[src/verilog/pil_regs.vh]
/*
 * Constants of the priority interrupt logic: register offsets,
 * field positions, reset values and pulse-time figures.
 * Assumes the includer runs on the single machine clock mclk.
 */
`ifndef PIL_REGS_VH
`define PIL_REGS_VH

// register offsets (byte addresses)
`define PIL_OFS_MASK 8'h00
`define PIL_OFS_PENDING 8'h04
`define PIL_OFS_INSERV 8'h08
`define PIL_OFS_EVT_STATUS 8'h0c
`define PIL_OFS_EVT_CLEAR 8'h10
`define PIL_OFS_EVT_ENABLE 8'h14
`define PIL_OFS_VECTOR 8'h18
`define PIL_OFS_FLAGS 8'h1c

// reset values
`define PIL_RST_MASK 32'hffffffff
`define PIL_RST_EVT_ENABLE 3'h0

// event status bit positions
`define PIL_EVT_REQ 0
`define PIL_EVT_ACK 1
`define PIL_EVT_EXIT 2
`define PIL_EVT_W 3

// flags register bit positions
`define PIL_FLG_INT 0
`define PIL_FLG_REQ 1

// pulse-time figures
`define PIL_T_WIN_HI 5'h16
`define PIL_T_WIN_LO 5'h11
`define PIL_T_FLAG 5'h0a
`define PIL_T_LOAD 5'h09

// opcode of the unconditional branch
`define PIL_OP_BRANCH 6'h01

// default vector of channel zero
`define PIL_VEC_BASE 10'h040

`endif

[src/verilog/pil_top.v]
/*
 * Priority interrupt logic with its processor-side sequencing:
 * per-channel pending and in-service flip-flops, priority chain,
 * interrupt flag, vector load, acknowledge and subroutine exit.
 * Assumes pulse time, phase and opcode inputs come from the
 * processor sequencer on mclk; interrupt lines come from pins.
 */
// Design decisions made here: the address-and-strobe port and the address map.
`timescale 1ns/1ps
`default_nettype none
`include "pil_regs.vh"

module pil_top #(
   parameter NGROUPS = 1,
   parameter [9:0] VEC_BASE = `PIL_VEC_BASE
) (
   // clock and reset
   input wire mclk,
   input wire rst,
   // external interrupt lines, channel 0 highest
   input wire [16*NGROUPS-1:0] int_line,
   // processor sequencing
   input wire [4:0] pulse_time,
   input wire phase_bit_one,
   input wire phase_zero,
   input wire indirect_bit,
   input wire [5:0] opcode,
   input wire skip_taken,
   input wire memory_share_cycle,
   input wire halt_flag,
   input wire parity_error_flag,
   input wire run_switch_gate,
   input wire stop_clear,
   // processor controls
   output reg request_to_processor,
   output reg interrupt_flag,
   output reg acknowledge_pulse,
   output reg subroutine_exit_pulse,
   output reg [9:0] vector_address_lines,
   output reg load_vector,
   output reg suppress_p_transfer,
   output reg halt_clear,
   output reg enter_increment_phase,
   // register port
   input wire [7:0] reg_addr,
   input wire [31:0] reg_wdata,
   input wire reg_wr,
   input wire reg_rd,
   output reg [31:0] reg_rdata,
   // interrupt
   output wire irq
);

   localparam NCH = 16 * NGROUPS;
   localparam IW = 6;

   // lowest set index wins; returns NCH when none is set
   function [IW-1:0] first_set;
      input [NCH-1:0] v;
      integer k;
      begin
         k = NCH;
         first_set = k[IW-1:0];
         for (k = NCH - 1; k >= 0; k = k - 1) begin
            if (v[k])
               first_set = k[IW-1:0];
         end
      end
   endfunction

   // one-hot of a first_set result
   function [NCH-1:0] onehot;
      input [IW-1:0] idx;
      integer k;
      begin
         onehot = {NCH{1'b0}};
         for (k = 0; k < NCH; k = k + 1) begin
            if (idx == k[IW-1:0])
               onehot[k] = 1'b1;
         end
      end
   endfunction

   // line synchronisers
   reg [NCH-1:0] line_meta;
   reg [NCH-1:0] line_sync;

   // channel state
   reg [NCH-1:0] pending;
   reg [NCH-1:0] in_service;
   reg [NCH-1:0] next_pending;
   reg [NCH-1:0] next_in_service;

   // software registers
   reg [NCH-1:0] chan_mask;
   reg [`PIL_EVT_W-1:0] evt_status;
   reg [`PIL_EVT_W-1:0] evt_enable;
   reg [`PIL_EVT_W-1:0] next_evt_status;

   // decoded timing
   wire in_window;
   wire at_flag_time;
   wire at_load_time;
   wire end_cycle;

   // priority
   wire [IW-1:0] top_pending;
   wire [IW-1:0] top_service;
   wire [NCH-1:0] top_pending_hot;
   wire [NCH-1:0] top_service_hot;
   wire any_pending;
   wire any_service;
   wire next_request;
   wire exit_now;
   wire exit_first;
   wire ack_now;
   wire flag_set;
   wire flag_clear;
   reg req_prev;

   assign in_window = (pulse_time <= `PIL_T_WIN_HI) && (pulse_time >= `PIL_T_WIN_LO);
   assign at_flag_time = (pulse_time == `PIL_T_FLAG);
   assign at_load_time = (pulse_time == `PIL_T_LOAD);
   // phase bit one high marks an end cycle
   assign end_cycle = phase_bit_one;

   always @(posedge mclk) begin
      if (rst) begin
         line_meta <= {NCH{1'b0}};
         line_sync <= {NCH{1'b0}};
      end else begin
         line_meta <= int_line;
         line_sync <= line_meta;
      end
   end

   // index 0 is the top of the chain; each added group of
   // sixteen extends the chain downward, up to three groups so the 6-bit index can still return NCH
   assign top_pending = first_set(pending);
   assign top_service = first_set(in_service);
   assign top_pending_hot = onehot(top_pending);
   assign top_service_hot = onehot(top_service);
   assign any_pending = |pending;
   assign any_service = |in_service;

   // highest pending blocks all below it, even while in service
   assign next_request = any_pending && !(|(top_pending_hot & in_service));

   // exit pulse from an indirect unconditional branch
   assign exit_now = phase_zero && indirect_bit && (opcode == `PIL_OP_BRANCH) &&
                     in_window;
   // the window spans six cycles; clearing on each would walk down
   // up to six channels of the in-service chain, so only its first cycle clears
   assign exit_first = exit_now && !subroutine_exit_pulse;

   // acknowledge: flag set, not an end cycle, any time-share state
   assign ack_now = interrupt_flag && !end_cycle && in_window;

   assign flag_set = at_flag_time && end_cycle && request_to_processor;
   assign flag_clear = at_flag_time && interrupt_flag && !end_cycle;

   always @* begin
      next_pending = pending;
      next_in_service = in_service;
      // the exit clears only the top in-service channel
      if (exit_first && any_service) begin
         next_pending = next_pending & ~top_service_hot;
         next_in_service = next_in_service & ~top_service_hot;
      end
      // the line is latched only inside the pulse window; a new
      // request wins over the exit clear in the same cycle; stop_clear wins over both
      if (in_window)
         next_pending = next_pending | (line_sync & chan_mask);
      // whichever channel is top at acknowledge time is marked
      if (ack_now && any_pending)
         next_in_service = next_in_service | top_pending_hot;
      if (stop_clear) begin
         next_pending = {NCH{1'b0}};
         next_in_service = {NCH{1'b0}};
      end
   end

   always @(posedge mclk) begin
      if (rst) begin
         pending <= {NCH{1'b0}};
         in_service <= {NCH{1'b0}};
      end else begin
         pending <= next_pending;
         in_service <= next_in_service;
      end
   end

   // processor-side sequencing
   always @(posedge mclk) begin
      if (rst) begin
         request_to_processor <= 1'b0;
         interrupt_flag <= 1'b0;
         acknowledge_pulse <= 1'b0;
         subroutine_exit_pulse <= 1'b0;
         vector_address_lines <= 10'h000;
         load_vector <= 1'b0;
         suppress_p_transfer <= 1'b0;
         halt_clear <= 1'b0;
         enter_increment_phase <= 1'b0;
         req_prev <= 1'b0;
      end else begin
         request_to_processor <= next_request;
         req_prev <= request_to_processor;
         if (flag_set)
            interrupt_flag <= 1'b1;
         else if (flag_clear)
            interrupt_flag <= 1'b0;
         acknowledge_pulse <= ack_now;
         subroutine_exit_pulse <= exit_now;
         // vector follows the top pending channel, so a late
         // higher request still redirects the address load
         vector_address_lines <= VEC_BASE + {4'h0, top_pending};
         // flag replaces the counter transfer at T9
         load_vector <= interrupt_flag && at_load_time && !memory_share_cycle;
         suppress_p_transfer <= interrupt_flag && at_load_time && end_cycle;
         // only a halt from an instruction, switch at run
         halt_clear <= flag_set && halt_flag && run_switch_gate &&
                       !parity_error_flag;
         // a taken skip goes through the increment phase first
         enter_increment_phase <= flag_set && skip_taken;
      end
   end

   // event status: hardware set wins over software clear
   always @* begin
      next_evt_status = evt_status;
      if (reg_wr && reg_addr == `PIL_OFS_EVT_CLEAR)
         next_evt_status = next_evt_status & ~reg_wdata[`PIL_EVT_W-1:0];
      if (request_to_processor && !req_prev)
         next_evt_status[`PIL_EVT_REQ] = 1'b1;
      if (acknowledge_pulse)
         next_evt_status[`PIL_EVT_ACK] = 1'b1;
      if (subroutine_exit_pulse)
         next_evt_status[`PIL_EVT_EXIT] = 1'b1;
   end

   always @(posedge mclk) begin
      if (rst) begin
         evt_status <= {`PIL_EVT_W{1'b0}};
         evt_enable <= `PIL_RST_EVT_ENABLE;
         // all channels enabled; width follows the channel count
         chan_mask <= {NCH{1'b1}};
      end else begin
         evt_status <= next_evt_status;
         if (reg_wr && reg_addr == `PIL_OFS_EVT_ENABLE)
            evt_enable <= reg_wdata[`PIL_EVT_W-1:0];
         if (reg_wr && reg_addr == `PIL_OFS_MASK)
            chan_mask <= reg_wdata[NCH-1:0];
      end
   end

   assign irq = |(evt_status & evt_enable);

   // read data stand one cycle after the strobe, zero otherwise;
   // unmapped offsets read zero
   always @(posedge mclk) begin
      if (rst) begin
         reg_rdata <= 32'h00000000;
      end else begin
         reg_rdata <= 32'h00000000;
         if (reg_rd) begin
            case (reg_addr)
               `PIL_OFS_MASK: reg_rdata[NCH-1:0] <= chan_mask;
               `PIL_OFS_PENDING: reg_rdata[NCH-1:0] <= pending;
               `PIL_OFS_INSERV: reg_rdata[NCH-1:0] <= in_service;
               `PIL_OFS_EVT_STATUS: reg_rdata[`PIL_EVT_W-1:0] <= evt_status;
               `PIL_OFS_EVT_ENABLE: reg_rdata[`PIL_EVT_W-1:0] <= evt_enable;
               `PIL_OFS_VECTOR: reg_rdata[9:0] <= vector_address_lines;
               `PIL_OFS_FLAGS: begin
                  reg_rdata[`PIL_FLG_INT] <= interrupt_flag;
                  reg_rdata[`PIL_FLG_REQ] <= request_to_processor;
               end
               default: reg_rdata <= 32'h00000000;
            endcase
         end
      end
   end

endmodule // pil_top

`default_nettype wire

[config.mk]
export PLATFORM = sky130hd
export DESIGN_NAME = pil_top
export DESIGN_NICKNAME = d
export VERILOG_FILES = /design/src/verilog/pil_top.v
export VERILOG_INCLUDE_DIRS = /design/src /design/src/verilog
export SDC_FILE = /design/constraint.sdc
export NUM_CORES = 1
export LEC_CHECK = 0
export BUFFER_PORTS_ARGS = -buffer_cell sky130_fd_sc_hd__buf_2
export CORE_MARGIN = 8
export CORE_UTILIZATION = 25
export DETAILED_ROUTE_END_ITERATION = 6
export SLEW_MARGIN = 20
export SYNTH_ARGS = -nofsm -noshare
export SYNTH_HDL_FRONTEND = slang
export SYNTH_SLANG_ARGS = --single-unit
[constraint.sdc]
create_clock -name mclk -period 2.7 [get_ports mclk]
set_clock_uncertainty 0.05 [all_clocks]
set_input_delay 0.405 -clock mclk [delete_from_list [all_inputs] [get_ports mclk]]
set_output_delay 0.405 -clock mclk [all_outputs]
set_load 0.05 [all_outputs]
==> results.md <==
* Peak ir drop on the vdd network at 0.407 mV
* Final count of hold timing violations at 0
* Dominant cells by area after synthesis: sky130_fd_sc_hd__dfxtp_1, sky130_fd_sc_hd__nand2_1, sky130_fd_sc_hd__nor2b_1
* End point of the critical path: pending[3]$_SDFF_PP0_
* Share of the core filled with cells in the final layout at 0.323
* Routability cong. at 0.876
* Critical path data arrival time at about 2.5 ns
* Die Span X at 156 um
* Reg power frac at 0.423
* Largest net degree at the start of global routing at 41
* Via count of the first global-routing pass at 4360
* Top fanout value on the critical path at 8
* TritonCTS sink count at around 120
* Worst slew margin relative to its limit at 0.484
* Fraction of power spent switching nets at 0.223
* Period minus WS final at 2.30 ns
* Dominant combinational cell family by area after synthesis: simple AND/OR/NAND/NOR gates
* Compound-gate portion of the synthesized area at 0.171
* Layout net count at 761
* Count of max-cap constraint violations at 0
* Worst Setup SP: in_service[13]$_SDFF_PP0_
* Data required time at the worst endpoint at slightly below 3 ns
* Internal power component at 3.25 mW
* Portion of total power attributed to combinational logic at 0.059
* Portion of the post-synthesis area used by sequential elements at 0.480
* Library cell with the highest instance count after synthesis: sky130_fd_sc_hd__dfxtp_1
* Post-synthesis cell type with the largest combined area: sky130_fd_sc_hd__dfxtp_1
* Simple-gate portion of the synthesized area at 0.280
* Unrepaired setup endpoints after global routing: false
* Die boundary height at approximately 160 um
* Top-level I/O count at roughly 130
* Type of the setup path with the least slack: flip-flop to flip-flop
* Final non-filler cell total at 957
* Wire length reported by the detailed router at 14900 um
* Netlist Area Pre-Place at slightly below 0.005 sq mm
* Final hold slack at 0.0932 ns
* R2r worst-path depth at 6
* Total setup buffers inserted after CTS at 0
* Detail Route Antenna Nets at 0
* Aggregate global-route resource usage at 0.124
* Number of setup violations in the final report at 0
* Final worst-path cycle share at 0.851
* Fraction of registers with async set/reset at 0
* Post-synth EDFFs at 0
* Number of flip-flops and latches in the synthesized netlist at 117
* Count of final max-slew check failures at 0
* Clock slew at reported path FFs at 0.05 ns
* Areal power density over the cells at 672 mW/mm^2
* Share of the synthesized area in the top cell type at 0.480
* Fraction of the mapped netlist area in adder cells at 0
* Mean Syn Cell Area at 8.52 sq um
* Total number of yosys warnings at 0
* Mean number of vias per cell at ~4.6
* Ordered list of cells on the worst path: o311ai_1 > a311oi_1 > nand2b_1 > or3_1 > o31ai_1 > a21oi_1
* Number of instances in the synthesized netlist at 572
* Share of cell area taken by muxes after synthesis at 0.00616
* CTS-repair resized insts at 0
* CP peak stage delay at 0.55 ns
* Commonest cells post-synth: sky130_fd_sc_hd__dfxtp_1, sky130_fd_sc_hd__nand2_1, sky130_fd_sc_hd__nor2_1
* Post-route cell area at 0.00623 sq mm
* Depth of the worst hold-timing path at 2
* Relative contribution of the clock network to total power at 0.517
* Area of the die at roughly 0.024 sq mm
* Total vias in the final route at 4437
* Iteration-0 DRC Markers at 319
* Crit path launch type: flip-flop
* Worst-case register-to-register setup slack at about 0.40 ns
* Final setup margin at 0.401 ns
* Overall power at 4.19 mW
* Router iterations before antenna repair at 7
* Overflow left after global routing at 0
* Clock root buffer: sky130_fd_sc_hd__clkbuf_16
* Primary flip-flop cell chosen by synthesis mapping: sky130_fd_sc_hd__dfxtp_1
* Total of buffers placed on input and output ports at 94
* Synthesized-area fraction occupied by xor and xnor cells at 0
* Beginning of the worst register-to-register path: in_service[13]$_SDFF_PP0_
* Result of the run: finished with violations
* Net switching power figure at just over 900 uW
* Number of buffers inserted during clock tree synthesis at 17
* Detailed-route DRC error count at 1
* Placement Cell Area at 0.00566 sq mm
* Reg-to-reg endpoint: pending[3]$_SDFF_PP0_
* Measured slew at the worst slew-check pin at 0.767 ns
* Cell total after placement at 927
* Maximum number of buffers from clock root to sink at 2
* Leak Pwr at around 2.5 nW
* Max Fclk at 435 MHz
* Antenna violations before repair at 0
* Class of the most critical hold timing path: input port to flip-flop
* Count of antenna diodes in the layout at 0
* TritonCTS clock tree: yes
* Number of H-tree branching levels at 4
* Source-to-sink clock delay at the later pin of the worst-skew pair at 0.41 ns
* Number of distinct standard cells referenced by the synthesized netlist at 58
* Initial cell density of the core at 0.253
* Area of the core at between 0.015 and 0.02 sq mm
* Count of hold buffers inserted by post-cts repair at 0
* Layout overhead on the synthesized area at 27.9%
* Violations in the final reports: design-rule violations
* Routed wire length per instance at 15.6 um
* Wire length of the first global-routing pass at 23300 um
* Post-Place Setup Slack at 0.456 ns
* Number of rows created at floorplan at 51
* Standard cell with the maximum stage delay on the critical path: sky130_fd_sc_hd__or3_1
* CP endpoint kind: flip-flop
* Placed wire-length estimate after detailed placement at 11300 um
* Layout cell share with drive strength beyond 1 at 0.225
* Post-route setup TNS at 0 ns
## registers in the layout, indices dropped and copies added, names as in the netlist, 3 cells and up
name,count
pending,16
reg_rdata,16
chan_mask,16
line_sync,16
evt_status,3
vector_address_lines,6
in_service,16
line_meta,16
evt_enable,3
## worst min-delay path by stage
stage	startpoint	to	slack [ns]
global placement	line_meta[15]$_SDFF_PP0_	line_sync[15]$_SDFF_PP0_	0.37
floorplan	line_meta[0]$_SDFF_PP0_	line_sync[0]$_SDFF_PP0_	0.36
CTS	memory_share_cycle	load_vector$_SDFF_PP0_	0.08
global route	memory_share_cycle	load_vector$_SDFF_PP0_	0.09
detailed placement	line_meta[15]$_SDFF_PP0_	line_sync[15]$_SDFF_PP0_	0.37
finish	memory_share_cycle	load_vector$_SDFF_PP0_	0.09
## power groups by stage
stage / combinational [mW] / sequential [mW] / clock (mW)
after floorplan: 0.169 / 1.82 / 0
after global routing: 0.270 / 1.77 / 2.27
after detailed placement: 0.248 / 1.81 / 0
after CTS: 0.249 / 1.77 / 2.20
after global placement: 0.248 / 1.81 / 0
final: 0.249 / 1.77 / 2.16
## routing by layer
layer / up-vias / routed length (um) / part of all wire / global-route usage
met2: 163 / 7100 / 0.48 / 0.200
met4: 0 / 430 / 0.029 / 0.0670
met1: 2038 / 6550 / 0.44 / 0.155
li1: 2209 / - / - / -
met3: 27 / 814 / 0.055 / 0.0199
met5: - / 0 / 0 / 0
## worst max-delay path: cells and delay by family (launching register included)
kind,cells,cell delay [ns]
compound gates,4,1.00
flops,1,0.37
simple gates,2,0.74
## layout make-up
cell class	instances	area [sq um]
Fill cell	2090	13000
Sequential cell	117	2340
Multi-Input combinational cell	415	2300
Timing Repair Buffer	114	621
Clock buffer	22	474
Tap cell	265	332
Clock inverter	8	101
Inverter	16	60.1
## cell families (layout without fill, tap and decap cells)
logic type | count (synthesis) | in the layout
other cells | 1 | 20
simple gates | 266 | 266
flops | 117 | 117
buf+inv | 59 | 160
compound gates | 126 | 126
mux | 3 | 3
## layout by cell type (no fill, tap or decap), types with 4 or more instances in the layout
master                        n
sky130_fd_sc_hd__a22oi_1      9
sky130_fd_sc_hd__nor2_1      57
sky130_fd_sc_hd__a222oi_1    14
sky130_fd_sc_hd__inv_1       15
sky130_fd_sc_hd__a21oi_1     43
sky130_fd_sc_hd__o21ai_1     17
sky130_fd_sc_hd__o21ai_0      4
sky130_fd_sc_hd__nand2_1     76
sky130_fd_sc_hd__conb_1      20
sky130_fd_sc_hd__nor2b_1     37
sky130_fd_sc_hd__nor3_1      10
sky130_fd_sc_hd__nand2b_1     5
sky130_fd_sc_hd__o31ai_1      4
sky130_fd_sc_hd__nand3_1     42
sky130_fd_sc_hd__clkbuf_16   17
sky130_fd_sc_hd__nor4_1       6
sky130_fd_sc_hd__buf_4       20
sky130_fd_sc_hd__a211oi_1     4
sky130_fd_sc_hd__o211ai_1     8
sky130_fd_sc_hd__buf_2       94
sky130_fd_sc_hd__dfxtp_1    117
Power figures use the tool's default switching activity.
